File: src/ats_pkg.sv
package ats_pkg;

  // Clock and delay time base
  localparam int CLK_PERIOD_NS = 100;
  localparam int TICK_NS       = 1_000_000;
  localparam int TICK_CYCLES   = (TICK_NS + CLK_PERIOD_NS - 1) / CLK_PERIOD_NS;
  localparam int TICK_W        = 14;

  // Bus and field widths, and input, delay and timer counts
  localparam int ADDR_W  = 8;
  localparam int DATA_W  = 32;
  localparam int DLY_W   = 16;
  localparam int CNT_W   = 16;
  localparam int NUM_IN  = 7;
  localparam int NUM_DLY = 5;
  localparam int NUM_TMR = 6;

  // Register offsets (byte addresses)
  localparam logic [ADDR_W-1:0] REG_CTRL          = 8'h00;
  localparam logic [ADDR_W-1:0] REG_STATUS        = 8'h04;
  localparam logic [ADDR_W-1:0] REG_OPEN_DELAY    = 8'h08;
  localparam logic [ADDR_W-1:0] REG_START_DELAY   = 8'h0C;
  localparam logic [ADDR_W-1:0] REG_MIN_RUN_DELAY = 8'h10;
  localparam logic [ADDR_W-1:0] REG_RESTORE_DELAY = 8'h14;
  localparam logic [ADDR_W-1:0] REG_STAB_DELAY    = 8'h18;
  localparam logic [ADDR_W-1:0] REG_XFER_COUNT    = 8'h1C;

  // Control register fields
  localparam int CTRL_STRAT2_BIT = 0;
  localparam int CTRL_TEST_BIT   = 1;
  localparam int CTRL_UNLOCK_BIT = 2;

  // Status register fields
  localparam int STAT_STATE_LSB  = 0;
  localparam int STAT_NCB_BIT    = 8;
  localparam int STAT_ECB_BIT    = 9;
  localparam int STAT_GEN_BIT    = 10;
  localparam int STAT_ALARM_BIT  = 11;
  localparam int STAT_DIS_BIT    = 12;
  localparam int STAT_IN_LSB     = 16;

  // Synchronised input positions
  localparam int IN_NORM   = 0;
  localparam int IN_GENPWR = 1;
  localparam int IN_FORCE  = 2;
  localparam int IN_PERMIT = 3;
  localparam int IN_NAUTO  = 4;
  localparam int IN_GALM   = 5;
  localparam int IN_LOCK   = 6;

  // Delay register index
  localparam int DLY_OPEN    = 0;
  localparam int DLY_START   = 1;
  localparam int DLY_MIN_RUN = 2;
  localparam int DLY_RESTORE = 3;
  localparam int DLY_STAB    = 4;

  // Delay reset values in milliseconds
  localparam logic [DLY_W-1:0] RST_OPEN_DELAY    = 16'h01F4;
  localparam logic [DLY_W-1:0] RST_START_DELAY   = 16'h03E8;
  localparam logic [DLY_W-1:0] RST_MIN_RUN_DELAY = 16'h07D0;
  localparam logic [DLY_W-1:0] RST_RESTORE_DELAY = 16'h0BB8;
  localparam logic [DLY_W-1:0] RST_STAB_DELAY    = 16'h03E8;

  // Qualifier timer index
  localparam int TMR_NO_NORM_OPEN  = 0;
  localparam int TMR_NO_NORM_START = 1;
  localparam int TMR_ST2_MIN_RUN   = 2;
  localparam int TMR_NORM_RESTORE  = 3;
  localparam int TMR_ST56_RESTORE  = 4;
  localparam int TMR_GEN_STAB      = 5;

  typedef enum logic [6:0] {
    ST_N_OFF    = 7'h01,
    ST_N_ON     = 7'h02,
    ST_OPEN_OFF = 7'h04,
    ST_OPEN_ON  = 7'h08,
    ST_E_ON     = 7'h10,
    ST_E_OFF    = 7'h20,
    ST_LOCKED   = 7'h40
  } ats_state_t;

  localparam ats_state_t RST_STATE = ST_OPEN_OFF;

  typedef struct packed {
    logic ccd;
    logic permit;
    logic nauto;
    logic galm;
    logic norm;
    logic genpwr;
    logic no_norm_t1;
    logic no_norm_t2;
    logic st2_t3;
    logic norm_t4;
    logic st56_t4;
    logic gen_t5;
  } ats_cond_t;

endpackage

File: src/ats_hold_timer.sv
`timescale 1ns/1ns
module ats_hold_timer (
  input  wire logic                     i_clk,   // System clock
  input  wire logic                     i_rst,   // Async reset, high
  input  wire logic                     i_tick,  // One-cycle time base pulse
  input  wire logic                     i_cond,  // Condition being qualified
  input  wire logic [ats_pkg::DLY_W-1:0] i_limit, // Delay in ticks
  output logic                          o_done   // Condition held for the delay
);

  typedef struct packed {
    logic [ats_pkg::CNT_W-1:0] cnt;
  } ats_tmr_st_t;

  ats_tmr_st_t q;
  ats_tmr_st_t d;

  always_comb begin
    d = q;
    if (!i_cond) begin
      d.cnt = '0;
    end else if (i_tick && (q.cnt != {ats_pkg::CNT_W{1'b1}})) begin
      d.cnt = q.cnt + 16'h0001;
    end
    o_done = i_cond && (q.cnt >= i_limit);
  end

  always_ff @(posedge i_clk or posedge i_rst) begin
    if (i_rst) begin
      q <= '0;
    end else begin
      q <= d;
    end
  end

endmodule // ats_hold_timer

File: src/ats_transfer_ctrl.sv
`timescale 1ns/1ns
module ats_transfer_ctrl #(
  parameter int TICK_CYCLES = ats_pkg::TICK_CYCLES
) (
  input  wire logic                      I_REF_CLK,                 // System clock
  input  wire logic                      I_SYS_RST,                 // Async reset, high
  input  wire logic                      I_NORM_POWER_OK,           // Normal line powered
  input  wire logic                      I_GEN_POWER_OK,            // Generator line powered
  input  wire logic                      I_FORCED_TRANSFER_CMD,     // Remote forced transfer
  input  wire logic                      I_TRANSFER_PERMIT,         // Emergency close allowed
  input  wire logic                      I_GENERATOR_NOT_AUTOMATIC, // Generator not in auto
  input  wire logic                      I_GENERATOR_ALARM_IN,      // Generator alarm
  input  wire logic                      I_LOCK_REQ,                // Breaker fault, lock logic
  input  wire logic [ats_pkg::ADDR_W-1:0] I_ADDR,                    // Register address
  input  wire logic [ats_pkg::DATA_W-1:0] I_WDATA,                   // Register write data
  input  wire logic                      I_WR,                      // Write strobe
  input  wire logic                      I_RD,                      // Read strobe
  output logic      [ats_pkg::DATA_W-1:0] O_RDATA,                   // Read data, next cycle
  output logic                           O_NORM_CB_CLOSE,           // Normal breaker closed
  output logic                           O_EMER_CB_CLOSE,           // Emergency breaker closed
  output logic                           O_GEN_RUN,                 // Generator run command
  output logic                           O_ALARM_OUT,               // Alarm contact
  output logic                           O_LOGIC_DISABLED_OUT       // Logic disabled contact
);

  typedef struct packed {
    logic [ats_pkg::NUM_IN-1:0]                  sync1;
    logic [ats_pkg::NUM_IN-1:0]                  sync2;
    ats_pkg::ats_state_t                         state;
    logic                                        strat2;
    logic                                        test;
    logic [ats_pkg::NUM_DLY-1:0][ats_pkg::DLY_W-1:0] dly;
    logic [ats_pkg::TICK_W-1:0]                  presc;
    logic                                        tick;
    logic [ats_pkg::DATA_W-1:0]                  xfer_cnt;
    logic                                        ncb;
    logic                                        ecb;
    logic                                        gen;
    logic                                        alarm;
    logic                                        dis;
    logic [ats_pkg::DATA_W-1:0]                  rdata;
  } ats_top_st_t;

  ats_top_st_t                                   q;
  ats_top_st_t                                   d;
  ats_pkg::ats_cond_t                            cond;
  logic [ats_pkg::NUM_TMR-1:0]                   tmr_cond;
  logic [ats_pkg::NUM_TMR-1:0]                   tmr_done;
  logic [ats_pkg::NUM_TMR-1:0][ats_pkg::DLY_W-1:0] tmr_lim;
  ats_pkg::ats_state_t                           nxt;
  logic                                          unlock;

  // Outputs implied by a state: normal breaker, emergency breaker, generator
  function automatic logic [2:0] state_outputs(input ats_pkg::ats_state_t s);
    logic [2:0] r;
    r = 3'h0;
    unique case (s)
      ats_pkg::ST_N_OFF:    r = 3'b100;
      ats_pkg::ST_N_ON:     r = 3'b101;
      ats_pkg::ST_OPEN_OFF: r = 3'b000;
      ats_pkg::ST_OPEN_ON:  r = 3'b001;
      ats_pkg::ST_E_ON:     r = 3'b011;
      ats_pkg::ST_E_OFF:    r = 3'b010;
      default:              r = 3'b000;
    endcase
    return r;
  endfunction

  // Automatic mode transitions, first matching row wins
  function automatic ats_pkg::ats_state_t auto_next(input ats_pkg::ats_state_t s,
                                                    input logic s2,
                                                    input ats_pkg::ats_cond_t c);
    ats_pkg::ats_state_t r;
    logic ok;
    logic flt;
    r   = s;
    ok  = !c.nauto && !c.galm;
    flt = c.nauto || c.galm;
    unique case (s)
      ats_pkg::ST_N_OFF: begin
        if (ok && (c.ccd || c.no_norm_t2)) begin
          r = ats_pkg::ST_N_ON;
        end else if (!s2 && !c.ccd && c.no_norm_t1) begin
          r = ats_pkg::ST_OPEN_OFF;
        end
      end
      ats_pkg::ST_N_ON: begin
        if ((!c.ccd && ok && c.st2_t3 && c.norm_t4) || flt) begin
          r = ats_pkg::ST_N_OFF;
        end else if (!c.ccd && ok && c.no_norm_t1 && (!s2 || c.gen_t5)) begin
          r = ats_pkg::ST_OPEN_ON;
        end else if (c.ccd && ok && c.gen_t5) begin
          r = ats_pkg::ST_OPEN_ON;
        end
      end
      ats_pkg::ST_OPEN_OFF: begin
        if (c.norm_t4 && (!c.ccd || flt)) begin
          r = ats_pkg::ST_N_OFF;
        end else if (ok && (c.ccd || c.no_norm_t2)) begin
          r = ats_pkg::ST_OPEN_ON;
        end
      end
      ats_pkg::ST_OPEN_ON: begin
        if (!c.ccd && ok && c.norm_t4) begin
          r = ats_pkg::ST_N_ON;
        end else if (flt) begin
          r = ats_pkg::ST_OPEN_OFF;
        end else if (c.permit && ok && c.gen_t5 && (c.ccd || !c.norm)) begin
          r = ats_pkg::ST_E_ON;
        end
      end
      ats_pkg::ST_E_ON: begin
        if (!s2) begin
          if (flt) begin
            r = ats_pkg::ST_OPEN_OFF;
          end else if (ok && c.st56_t4) begin
            r = ats_pkg::ST_OPEN_ON;
          end else if (ok && !c.genpwr) begin
            r = ats_pkg::ST_OPEN_ON;
          end
        end else begin
          if (flt && c.norm_t4) begin
            r = ats_pkg::ST_OPEN_OFF;
          end else if (ok && c.st56_t4 && c.norm_t4 && (!c.ccd || !c.permit)) begin
            r = ats_pkg::ST_OPEN_ON;
          end else if (ok && c.st56_t4 && !c.permit && c.gen_t5) begin
            r = ats_pkg::ST_OPEN_ON;
          end else if (flt) begin
            r = ats_pkg::ST_E_OFF;
          end
        end
      end
      ats_pkg::ST_E_OFF: begin
        if (!s2 || c.norm_t4) begin
          r = ats_pkg::ST_OPEN_OFF;
        end
      end
      ats_pkg::ST_LOCKED: r = s;
      default:            r = ats_pkg::RST_STATE;
    endcase
    return r;
  endfunction

  // Test mode transitions; the alarm column input steers the generator
  function automatic ats_pkg::ats_state_t test_next(input ats_pkg::ats_state_t s,
                                                    input logic s2,
                                                    input ats_pkg::ats_cond_t c);
    ats_pkg::ats_state_t r;
    r = s;
    unique case (s)
      ats_pkg::ST_N_OFF: begin
        if (!c.galm) begin
          r = ats_pkg::ST_N_ON;
        end else if (!s2 && c.no_norm_t1) begin
          r = ats_pkg::ST_OPEN_OFF;
        end
      end
      ats_pkg::ST_N_ON: begin
        if (c.galm) begin
          r = ats_pkg::ST_N_OFF;
        end else if (c.no_norm_t1 && (!s2 || c.gen_t5)) begin
          r = ats_pkg::ST_OPEN_ON;
        end
      end
      ats_pkg::ST_OPEN_OFF: begin
        if (c.norm_t4) begin
          r = ats_pkg::ST_N_OFF;
        end else if (!c.galm) begin
          r = ats_pkg::ST_OPEN_ON;
        end
      end
      ats_pkg::ST_OPEN_ON: begin
        if (!c.galm && c.norm_t4) begin
          r = ats_pkg::ST_N_ON;
        end else if (c.galm) begin
          r = ats_pkg::ST_OPEN_OFF;
        end else if (c.permit && c.gen_t5 && !c.norm) begin
          r = ats_pkg::ST_E_ON;
        end
      end
      ats_pkg::ST_E_ON: begin
        if (!s2) begin
          if (c.galm) begin
            r = ats_pkg::ST_OPEN_OFF;
          end else if (c.st56_t4 && (!c.permit || c.norm_t4)) begin
            r = ats_pkg::ST_OPEN_ON;
          end else if (!c.genpwr) begin
            r = ats_pkg::ST_OPEN_ON;
          end
        end else begin
          if (c.galm && c.norm_t4) begin
            r = ats_pkg::ST_OPEN_OFF;
          end else if (!c.galm && c.st56_t4 && c.norm_t4) begin
            r = ats_pkg::ST_OPEN_ON;
          end else if (!c.galm && !c.permit && c.st56_t4 && c.gen_t5) begin
            r = ats_pkg::ST_OPEN_ON;
          end else if (c.galm) begin
            r = ats_pkg::ST_E_OFF;
          end
        end
      end
      ats_pkg::ST_E_OFF: begin
        if (!s2 || c.norm_t4) begin
          r = ats_pkg::ST_OPEN_OFF;
        end
      end
      ats_pkg::ST_LOCKED: r = s;
      default:            r = ats_pkg::RST_STATE;
    endcase
    return r;
  endfunction

  // Qualifier timers share one millisecond time base
  always_comb begin
    tmr_cond = '0;
    tmr_lim  = '0;
    tmr_cond[ats_pkg::TMR_NO_NORM_OPEN]  = !q.sync2[ats_pkg::IN_NORM];
    tmr_cond[ats_pkg::TMR_NO_NORM_START] = !q.sync2[ats_pkg::IN_NORM];
    tmr_cond[ats_pkg::TMR_ST2_MIN_RUN]   = (q.state == ats_pkg::ST_N_ON);
    tmr_cond[ats_pkg::TMR_NORM_RESTORE]  = q.sync2[ats_pkg::IN_NORM];
    tmr_cond[ats_pkg::TMR_ST56_RESTORE]  = (q.state == ats_pkg::ST_E_ON) ||
                                           (q.state == ats_pkg::ST_E_OFF);
    tmr_cond[ats_pkg::TMR_GEN_STAB]      = q.sync2[ats_pkg::IN_GENPWR];
    tmr_lim[ats_pkg::TMR_NO_NORM_OPEN]   = q.dly[ats_pkg::DLY_OPEN];
    tmr_lim[ats_pkg::TMR_NO_NORM_START]  = q.dly[ats_pkg::DLY_START];
    tmr_lim[ats_pkg::TMR_ST2_MIN_RUN]    = q.dly[ats_pkg::DLY_MIN_RUN];
    tmr_lim[ats_pkg::TMR_NORM_RESTORE]   = q.dly[ats_pkg::DLY_RESTORE];
    tmr_lim[ats_pkg::TMR_ST56_RESTORE]   = q.dly[ats_pkg::DLY_RESTORE];
    tmr_lim[ats_pkg::TMR_GEN_STAB]       = q.dly[ats_pkg::DLY_STAB];
  end

  for (genvar g = 0; g < ats_pkg::NUM_TMR; g++) begin : g_tmr
    ats_hold_timer u_tmr (
      .i_clk   (I_REF_CLK),
      .i_rst   (I_SYS_RST),
      .i_tick  (q.tick),
      .i_cond  (tmr_cond[g]),
      .i_limit (tmr_lim[g]),
      .o_done  (tmr_done[g])
    );
  end

  always_comb begin
    cond            = '0;
    cond.ccd        = q.sync2[ats_pkg::IN_FORCE];
    cond.permit     = q.sync2[ats_pkg::IN_PERMIT];
    cond.nauto      = q.sync2[ats_pkg::IN_NAUTO];
    cond.galm       = q.sync2[ats_pkg::IN_GALM];
    cond.norm       = q.sync2[ats_pkg::IN_NORM];
    cond.genpwr     = q.sync2[ats_pkg::IN_GENPWR];
    cond.no_norm_t1 = tmr_done[ats_pkg::TMR_NO_NORM_OPEN];
    cond.no_norm_t2 = tmr_done[ats_pkg::TMR_NO_NORM_START];
    cond.st2_t3     = tmr_done[ats_pkg::TMR_ST2_MIN_RUN];
    cond.norm_t4    = tmr_done[ats_pkg::TMR_NORM_RESTORE];
    cond.st56_t4    = tmr_done[ats_pkg::TMR_ST56_RESTORE];
    cond.gen_t5     = tmr_done[ats_pkg::TMR_GEN_STAB];
    if (q.test) begin
      nxt = test_next(q.state, q.strat2, cond);
    end else begin
      nxt = auto_next(q.state, q.strat2, cond);
    end
  end

  always_comb begin
    logic [2:0] outs;
    outs   = 3'h0;
    d      = q;
    unlock = I_WR && (I_ADDR == ats_pkg::REG_CTRL) && I_WDATA[ats_pkg::CTRL_UNLOCK_BIT];
    d.sync1 = {I_LOCK_REQ, I_GENERATOR_ALARM_IN, I_GENERATOR_NOT_AUTOMATIC,
               I_TRANSFER_PERMIT, I_FORCED_TRANSFER_CMD, I_GEN_POWER_OK, I_NORM_POWER_OK};
    d.sync2 = q.sync1;
    // Time base for all delays
    d.tick = 1'b0;
    if (q.presc >= TICK_W_CAST(TICK_CYCLES - 1)) begin
      d.presc = '0;
      d.tick  = 1'b1;
    end else begin
      d.presc = q.presc + 14'h0001;
    end
    // State update; lock overrides everything and is left only by unlock
    if (q.sync2[ats_pkg::IN_LOCK]) begin
      d.state = ats_pkg::ST_LOCKED;
    end else if (q.state == ats_pkg::ST_LOCKED) begin
      if (unlock) begin
        d.state = ats_pkg::RST_STATE;
      end
    end else begin
      d.state = nxt;
    end
    if ((d.state != q.state) && (d.state != ats_pkg::ST_LOCKED)) begin
      d.xfer_cnt = q.xfer_cnt + 32'h0000_0001;
    end
    // Breakers and generator hold while locked
    if (d.state != ats_pkg::ST_LOCKED) begin
      outs  = state_outputs(d.state);
      d.ncb = outs[2];
      d.ecb = outs[1];
      d.gen = outs[0];
    end
    d.dis   = (d.state == ats_pkg::ST_LOCKED);
    d.alarm = (d.state == ats_pkg::ST_LOCKED) ||
              (q.sync2[ats_pkg::IN_GALM] && !q.test);
    // Register writes
    if (I_WR) begin
      unique case (I_ADDR)
        ats_pkg::REG_CTRL: begin
          d.strat2 = I_WDATA[ats_pkg::CTRL_STRAT2_BIT];
          d.test   = I_WDATA[ats_pkg::CTRL_TEST_BIT];
        end
        ats_pkg::REG_OPEN_DELAY:    d.dly[ats_pkg::DLY_OPEN]    = I_WDATA[ats_pkg::DLY_W-1:0];
        ats_pkg::REG_START_DELAY:   d.dly[ats_pkg::DLY_START]   = I_WDATA[ats_pkg::DLY_W-1:0];
        ats_pkg::REG_MIN_RUN_DELAY: d.dly[ats_pkg::DLY_MIN_RUN] = I_WDATA[ats_pkg::DLY_W-1:0];
        ats_pkg::REG_RESTORE_DELAY: d.dly[ats_pkg::DLY_RESTORE] = I_WDATA[ats_pkg::DLY_W-1:0];
        ats_pkg::REG_STAB_DELAY:    d.dly[ats_pkg::DLY_STAB]    = I_WDATA[ats_pkg::DLY_W-1:0];
        default: ;
      endcase
    end
    // Read data stands for exactly one cycle
    d.rdata = '0;
    if (I_RD) begin
      unique case (I_ADDR)
        ats_pkg::REG_CTRL: begin
          d.rdata[ats_pkg::CTRL_STRAT2_BIT] = q.strat2;
          d.rdata[ats_pkg::CTRL_TEST_BIT]   = q.test;
        end
        ats_pkg::REG_STATUS: begin
          d.rdata[ats_pkg::STAT_STATE_LSB +: 7]          = q.state;
          d.rdata[ats_pkg::STAT_NCB_BIT]                 = q.ncb;
          d.rdata[ats_pkg::STAT_ECB_BIT]                 = q.ecb;
          d.rdata[ats_pkg::STAT_GEN_BIT]                 = q.gen;
          d.rdata[ats_pkg::STAT_ALARM_BIT]               = q.alarm;
          d.rdata[ats_pkg::STAT_DIS_BIT]                 = q.dis;
          d.rdata[ats_pkg::STAT_IN_LSB +: ats_pkg::NUM_IN] = q.sync2;
        end
        ats_pkg::REG_OPEN_DELAY:    d.rdata[ats_pkg::DLY_W-1:0] = q.dly[ats_pkg::DLY_OPEN];
        ats_pkg::REG_START_DELAY:   d.rdata[ats_pkg::DLY_W-1:0] = q.dly[ats_pkg::DLY_START];
        ats_pkg::REG_MIN_RUN_DELAY: d.rdata[ats_pkg::DLY_W-1:0] = q.dly[ats_pkg::DLY_MIN_RUN];
        ats_pkg::REG_RESTORE_DELAY: d.rdata[ats_pkg::DLY_W-1:0] = q.dly[ats_pkg::DLY_RESTORE];
        ats_pkg::REG_STAB_DELAY:    d.rdata[ats_pkg::DLY_W-1:0] = q.dly[ats_pkg::DLY_STAB];
        ats_pkg::REG_XFER_COUNT:    d.rdata = q.xfer_cnt;
        default: ;
      endcase
    end
  end

  function automatic logic [ats_pkg::TICK_W-1:0] TICK_W_CAST(input int v);
    return ats_pkg::TICK_W'(v);
  endfunction

  always_ff @(posedge I_REF_CLK or posedge I_SYS_RST) begin
    if (I_SYS_RST) begin
      q                          <= '0;
      q.state                    <= ats_pkg::RST_STATE;
      q.dly[ats_pkg::DLY_OPEN]    <= ats_pkg::RST_OPEN_DELAY;
      q.dly[ats_pkg::DLY_START]   <= ats_pkg::RST_START_DELAY;
      q.dly[ats_pkg::DLY_MIN_RUN] <= ats_pkg::RST_MIN_RUN_DELAY;
      q.dly[ats_pkg::DLY_RESTORE] <= ats_pkg::RST_RESTORE_DELAY;
      q.dly[ats_pkg::DLY_STAB]    <= ats_pkg::RST_STAB_DELAY;
    end else begin
      q <= d;
    end
  end

  assign O_RDATA              = q.rdata;
  assign O_NORM_CB_CLOSE      = q.ncb;
  assign O_EMER_CB_CLOSE      = q.ecb;
  assign O_GEN_RUN            = q.gen;
  assign O_ALARM_OUT          = q.alarm;
  assign O_LOGIC_DISABLED_OUT = q.dis;

endmodule // ats_transfer_ctrl

File: config.mk
export PLATFORM = sky130hd
export DESIGN_NAME = ats_transfer_ctrl
export DESIGN_NICKNAME = d
export VERILOG_FILES = /design/src/ats_pkg.sv /design/src/ats_hold_timer.sv /design/src/ats_transfer_ctrl.sv
export SDC_FILE = /design/constraint.sdc
export NUM_CORES = 1
export LEC_CHECK = 0
export BUFFER_PORTS_ARGS = -buffer_cell sky130_fd_sc_hd__buf_2
export CAP_MARGIN = 20
export CORE_MARGIN = 2
export CORE_UTILIZATION = 60
export CTS_CLUSTER_DIAMETER = 60
export DETAILED_ROUTE_END_ITERATION = 10
export GPL_ROUTABILITY_DRIVEN = 0
export PLACE_DENSITY = 0.77
export SLEW_MARGIN = 20
export SYNTH_ARGS = -nofsm -noshare
export SYNTH_HDL_FRONTEND = slang
export SYNTH_SLANG_ARGS = --single-unit
File: constraint.sdc
create_clock -name I_REF_CLK -period 13.8 [get_ports I_REF_CLK]
set_clock_uncertainty 0.2 [all_clocks]
set_input_delay 2.07 -clock I_REF_CLK [delete_from_list [all_inputs] [get_ports I_REF_CLK]]
set_output_delay 2.07 -clock I_REF_CLK [all_outputs]
set_load 0.02 [all_outputs]
==> results.cfg <==
[clock_network]
cts_tree = done
cts_buffers = 34
cts.sinks = 283
postCtsSetupBuffers = 0
htree_levels = 2
clock_latency_ps = 520
clkTransAtPathRegs_ps = 60
holdBufCountCts = 0
cts_root_buf = clkbuf_16
cts-resized-gates = 0
clock_path_buffers = 3

[logic_synthesis]
synth-seq-cells = 283
ys_warn_count = 0
synth-main-ff-cell = dfrtp_1
synth_cell_types = 75
seq_area_frac_synth_pct = 44.7
netlist_instances = 1604
synth.most_common_cell = dfrtp_1
ys_top_cells_by_area = dfrtp_1, ha_1, mux2_2, dfstp_2, xnor2_1
synth-edff-count = 0
syn_nets = 1759
synth_area_um2 = 15900
ys_async_sr_fraction_pct = 100
synth.avg_cell_area_um2 = 9.94
synth_top_area_cell = dfrtp_1
synth_commonest_cells = dfrtp_1, nor2_1, nand2_1
netlist.area_leader.share_pct = 39.4

[timing]
finalMaxSlewViolations = 0
fin_setup_tns_ps = 0
maxClockFrequency_ghz = 0.171
final-hold-violation-count = 0
setup_viol = 0
finalCritPeriodShare_pct = 42.5
worstMarginPinSlew_ps = 1090
grt_setup_unrepaired = false
period_needed_ps = 5860
relSlewSlack_pct = 27.2
whs_ps = 146

[pwr]
power.switching_mw = 0.472
p_leak_nw = 7.62
combPwrFrac_pct = 8.5
internal-power_mw = 1.41
swShare_pct = 25.1
vdd_ir_drop_max_mv = 0.135
p_clk_share_pct = 44.8
power_frac_seq_pct = 46.7
power.density_nw_per_um2 = 108

[worst_hold_path]
hold_depth = 0
hold_class = register to register
hold_start = d[176]
worstHoldEndpoint = cond[10]

[setup_path]
r2r_start = cond[7]
r2r_end = q[49]
critical-path-max-stage-delay_ps = 660
cp_cell_sequence = buf_2 -> nor3_1 -> nand2b_1 -> nor2_1 -> a31oi_1 -> nor2_1 -> inv_2 -> o311ai_2 -> xnor2_1 -> a31oi_4 -> and4_1 -> xor2_1
crit_family = simple AND/OR/NAND/NOR gates
criticalPathCategory = input pin to register
slowest_stage = a31oi_4
r2r_cells = 12
crit_fanout = 24
ff2ff_setup_slack_ps = 8890
cp-end-kind = register
cp.required_ps = 14040
cpMostUsedCell = nor2_1
setup.worst_path.start_class = input pin
cp.buffers_inverters = 2
critPathArrivalTime_ps = 6100

[route]
vias_per_cell = 6.26
drt-pass1-iter-count = 8
drt-initial-drc-count = 1134
drc = 0
wl_per_cell_um = 20.1
drt_wl_total_mm = 40.1
ant_nets = 0
num_vias = 12500

[floorplanning]
core-area_um2 = 26100
die_area_um2 = 27900
fp.dieW_um = 167
die_h_um = 167
rows = 59
initial_utilization_pct = 61.2
pin_count = 88

[cells_and_area]
final-seq-area_um2 = 7120
fill_cells = 2046
final_util_pct = 66.6
drive_above_1_share_pct = 15.7
design_area_um2 = 17400
multi_input_area_um2 = 7900
fin_nets = 1788
fin_cells = 1991
area_growth_pct = 8.91

[grt]
antenna_found_initial = 1
grt_start_max_net_pins = 179
grtUsageTotal_pct = 29.1
grt_pass1_vias = 12200
grt_pass1_wl_mm = 65.0
overflow = 0

[placement]
port_buffers = 71
dpl.hpwl_mm = 29.2
placed_area_um2 = 16300
place_inst = 1932

[job]
maxCapViolCount = 0

[status]
status = finished, final reports clean
-- area by class of cell --
cell class                 count  area share, %
multi-input combinational   1118           45.5
clock inverter                 6          0.389
inverter                     117           2.57
antenna                        1         0.0144
sequential                   283           41.0
tap                          335           2.41
timing repair buffer          79           2.47
clock buffer                  52           5.59
-- logic make-up after synthesis --
group	count (synthesis)	synth area share, %
AND/OR/NAND/NOR	515	15.8
multiplexers	90	6.30
AO/OA/AOI/OAI	300	13.3
XOR/XNOR	109	5.99
buffers and inverters	203	5.79
adder cells (fa/ha/maj)	104	8.16
flip-flops	283	44.7
-- metrics by stage --
step           total power, mW  setup WS [ps]
2_1_floorplan            0.989           3780
3_3_place_gp              1.04           7680
3_5_place_dp              1.05           7570
4_1_cts                   1.89           8090
5_1_grt                   1.94           7730
6_report                  1.88           7940
-- layout by cell type, fill, tap and decap left out, drive strengths merged, types with 57 or more instances in the layout --
master,synthesis,final
ha,104,104
o21ai,57,57
inv,117,119
nand2,117,117
nand3,67,67
a21oi,61,61
xnor2,68,68
mux2,83,83
nor2,155,155
buf,47,79
dfrtp,251,251
-- worst max-delay path by stage --
stage / cells past startpoint / endpoint / slack, ps / start
final: 12 / q[49] / 7940 / I_ADDR[5]
after global routing: 12 / q[62] / 7730 / I_ADDR[5]
after CTS: 12 / q[49] / 8090 / I_ADDR[5]
after detailed placement: 12 / q[49] / 7570 / I_ADDR[5]
after global placement: 11 / q[38] / 7680 / I_ADDR[5]
after floorplan: 1 / O_ALARM_OUT / 3780 / I_SYS_RST
-- metal layers --
layer | wire [µm] | vias up | GRT usage, %
li1 | - | 5733 | -
met1 | 17000 | 6114 | 40.4
met2 | 18000 | 493 | 44.7
met3 | 3350 | 132 | 5.75
met4 | 1730 | 0 | 12.2
met5 | 0 | - | 0
-- power groups by stage --
stage / Clock, mW / Sequential, mW / Combinational, mW
after global placement: 0 / 0.890 / 0.152
after floorplan: 0 / 0.881 / 0.109
after global routing: 0.888 / 0.879 / 0.176
after detailed placement: 0 / 0.890 / 0.156
after CTS: 0.853 / 0.876 / 0.158
final: 0.842 / 0.878 / 0.159
-- registers in the layout, indices dropped and copies added, names as in the netlist, 6 cells and up --
register,flops
q,137
g_tmr.u_tmr.q,96
O_RDATA,32
d,7
cond,6
Power figures use the tool's default switching activity.
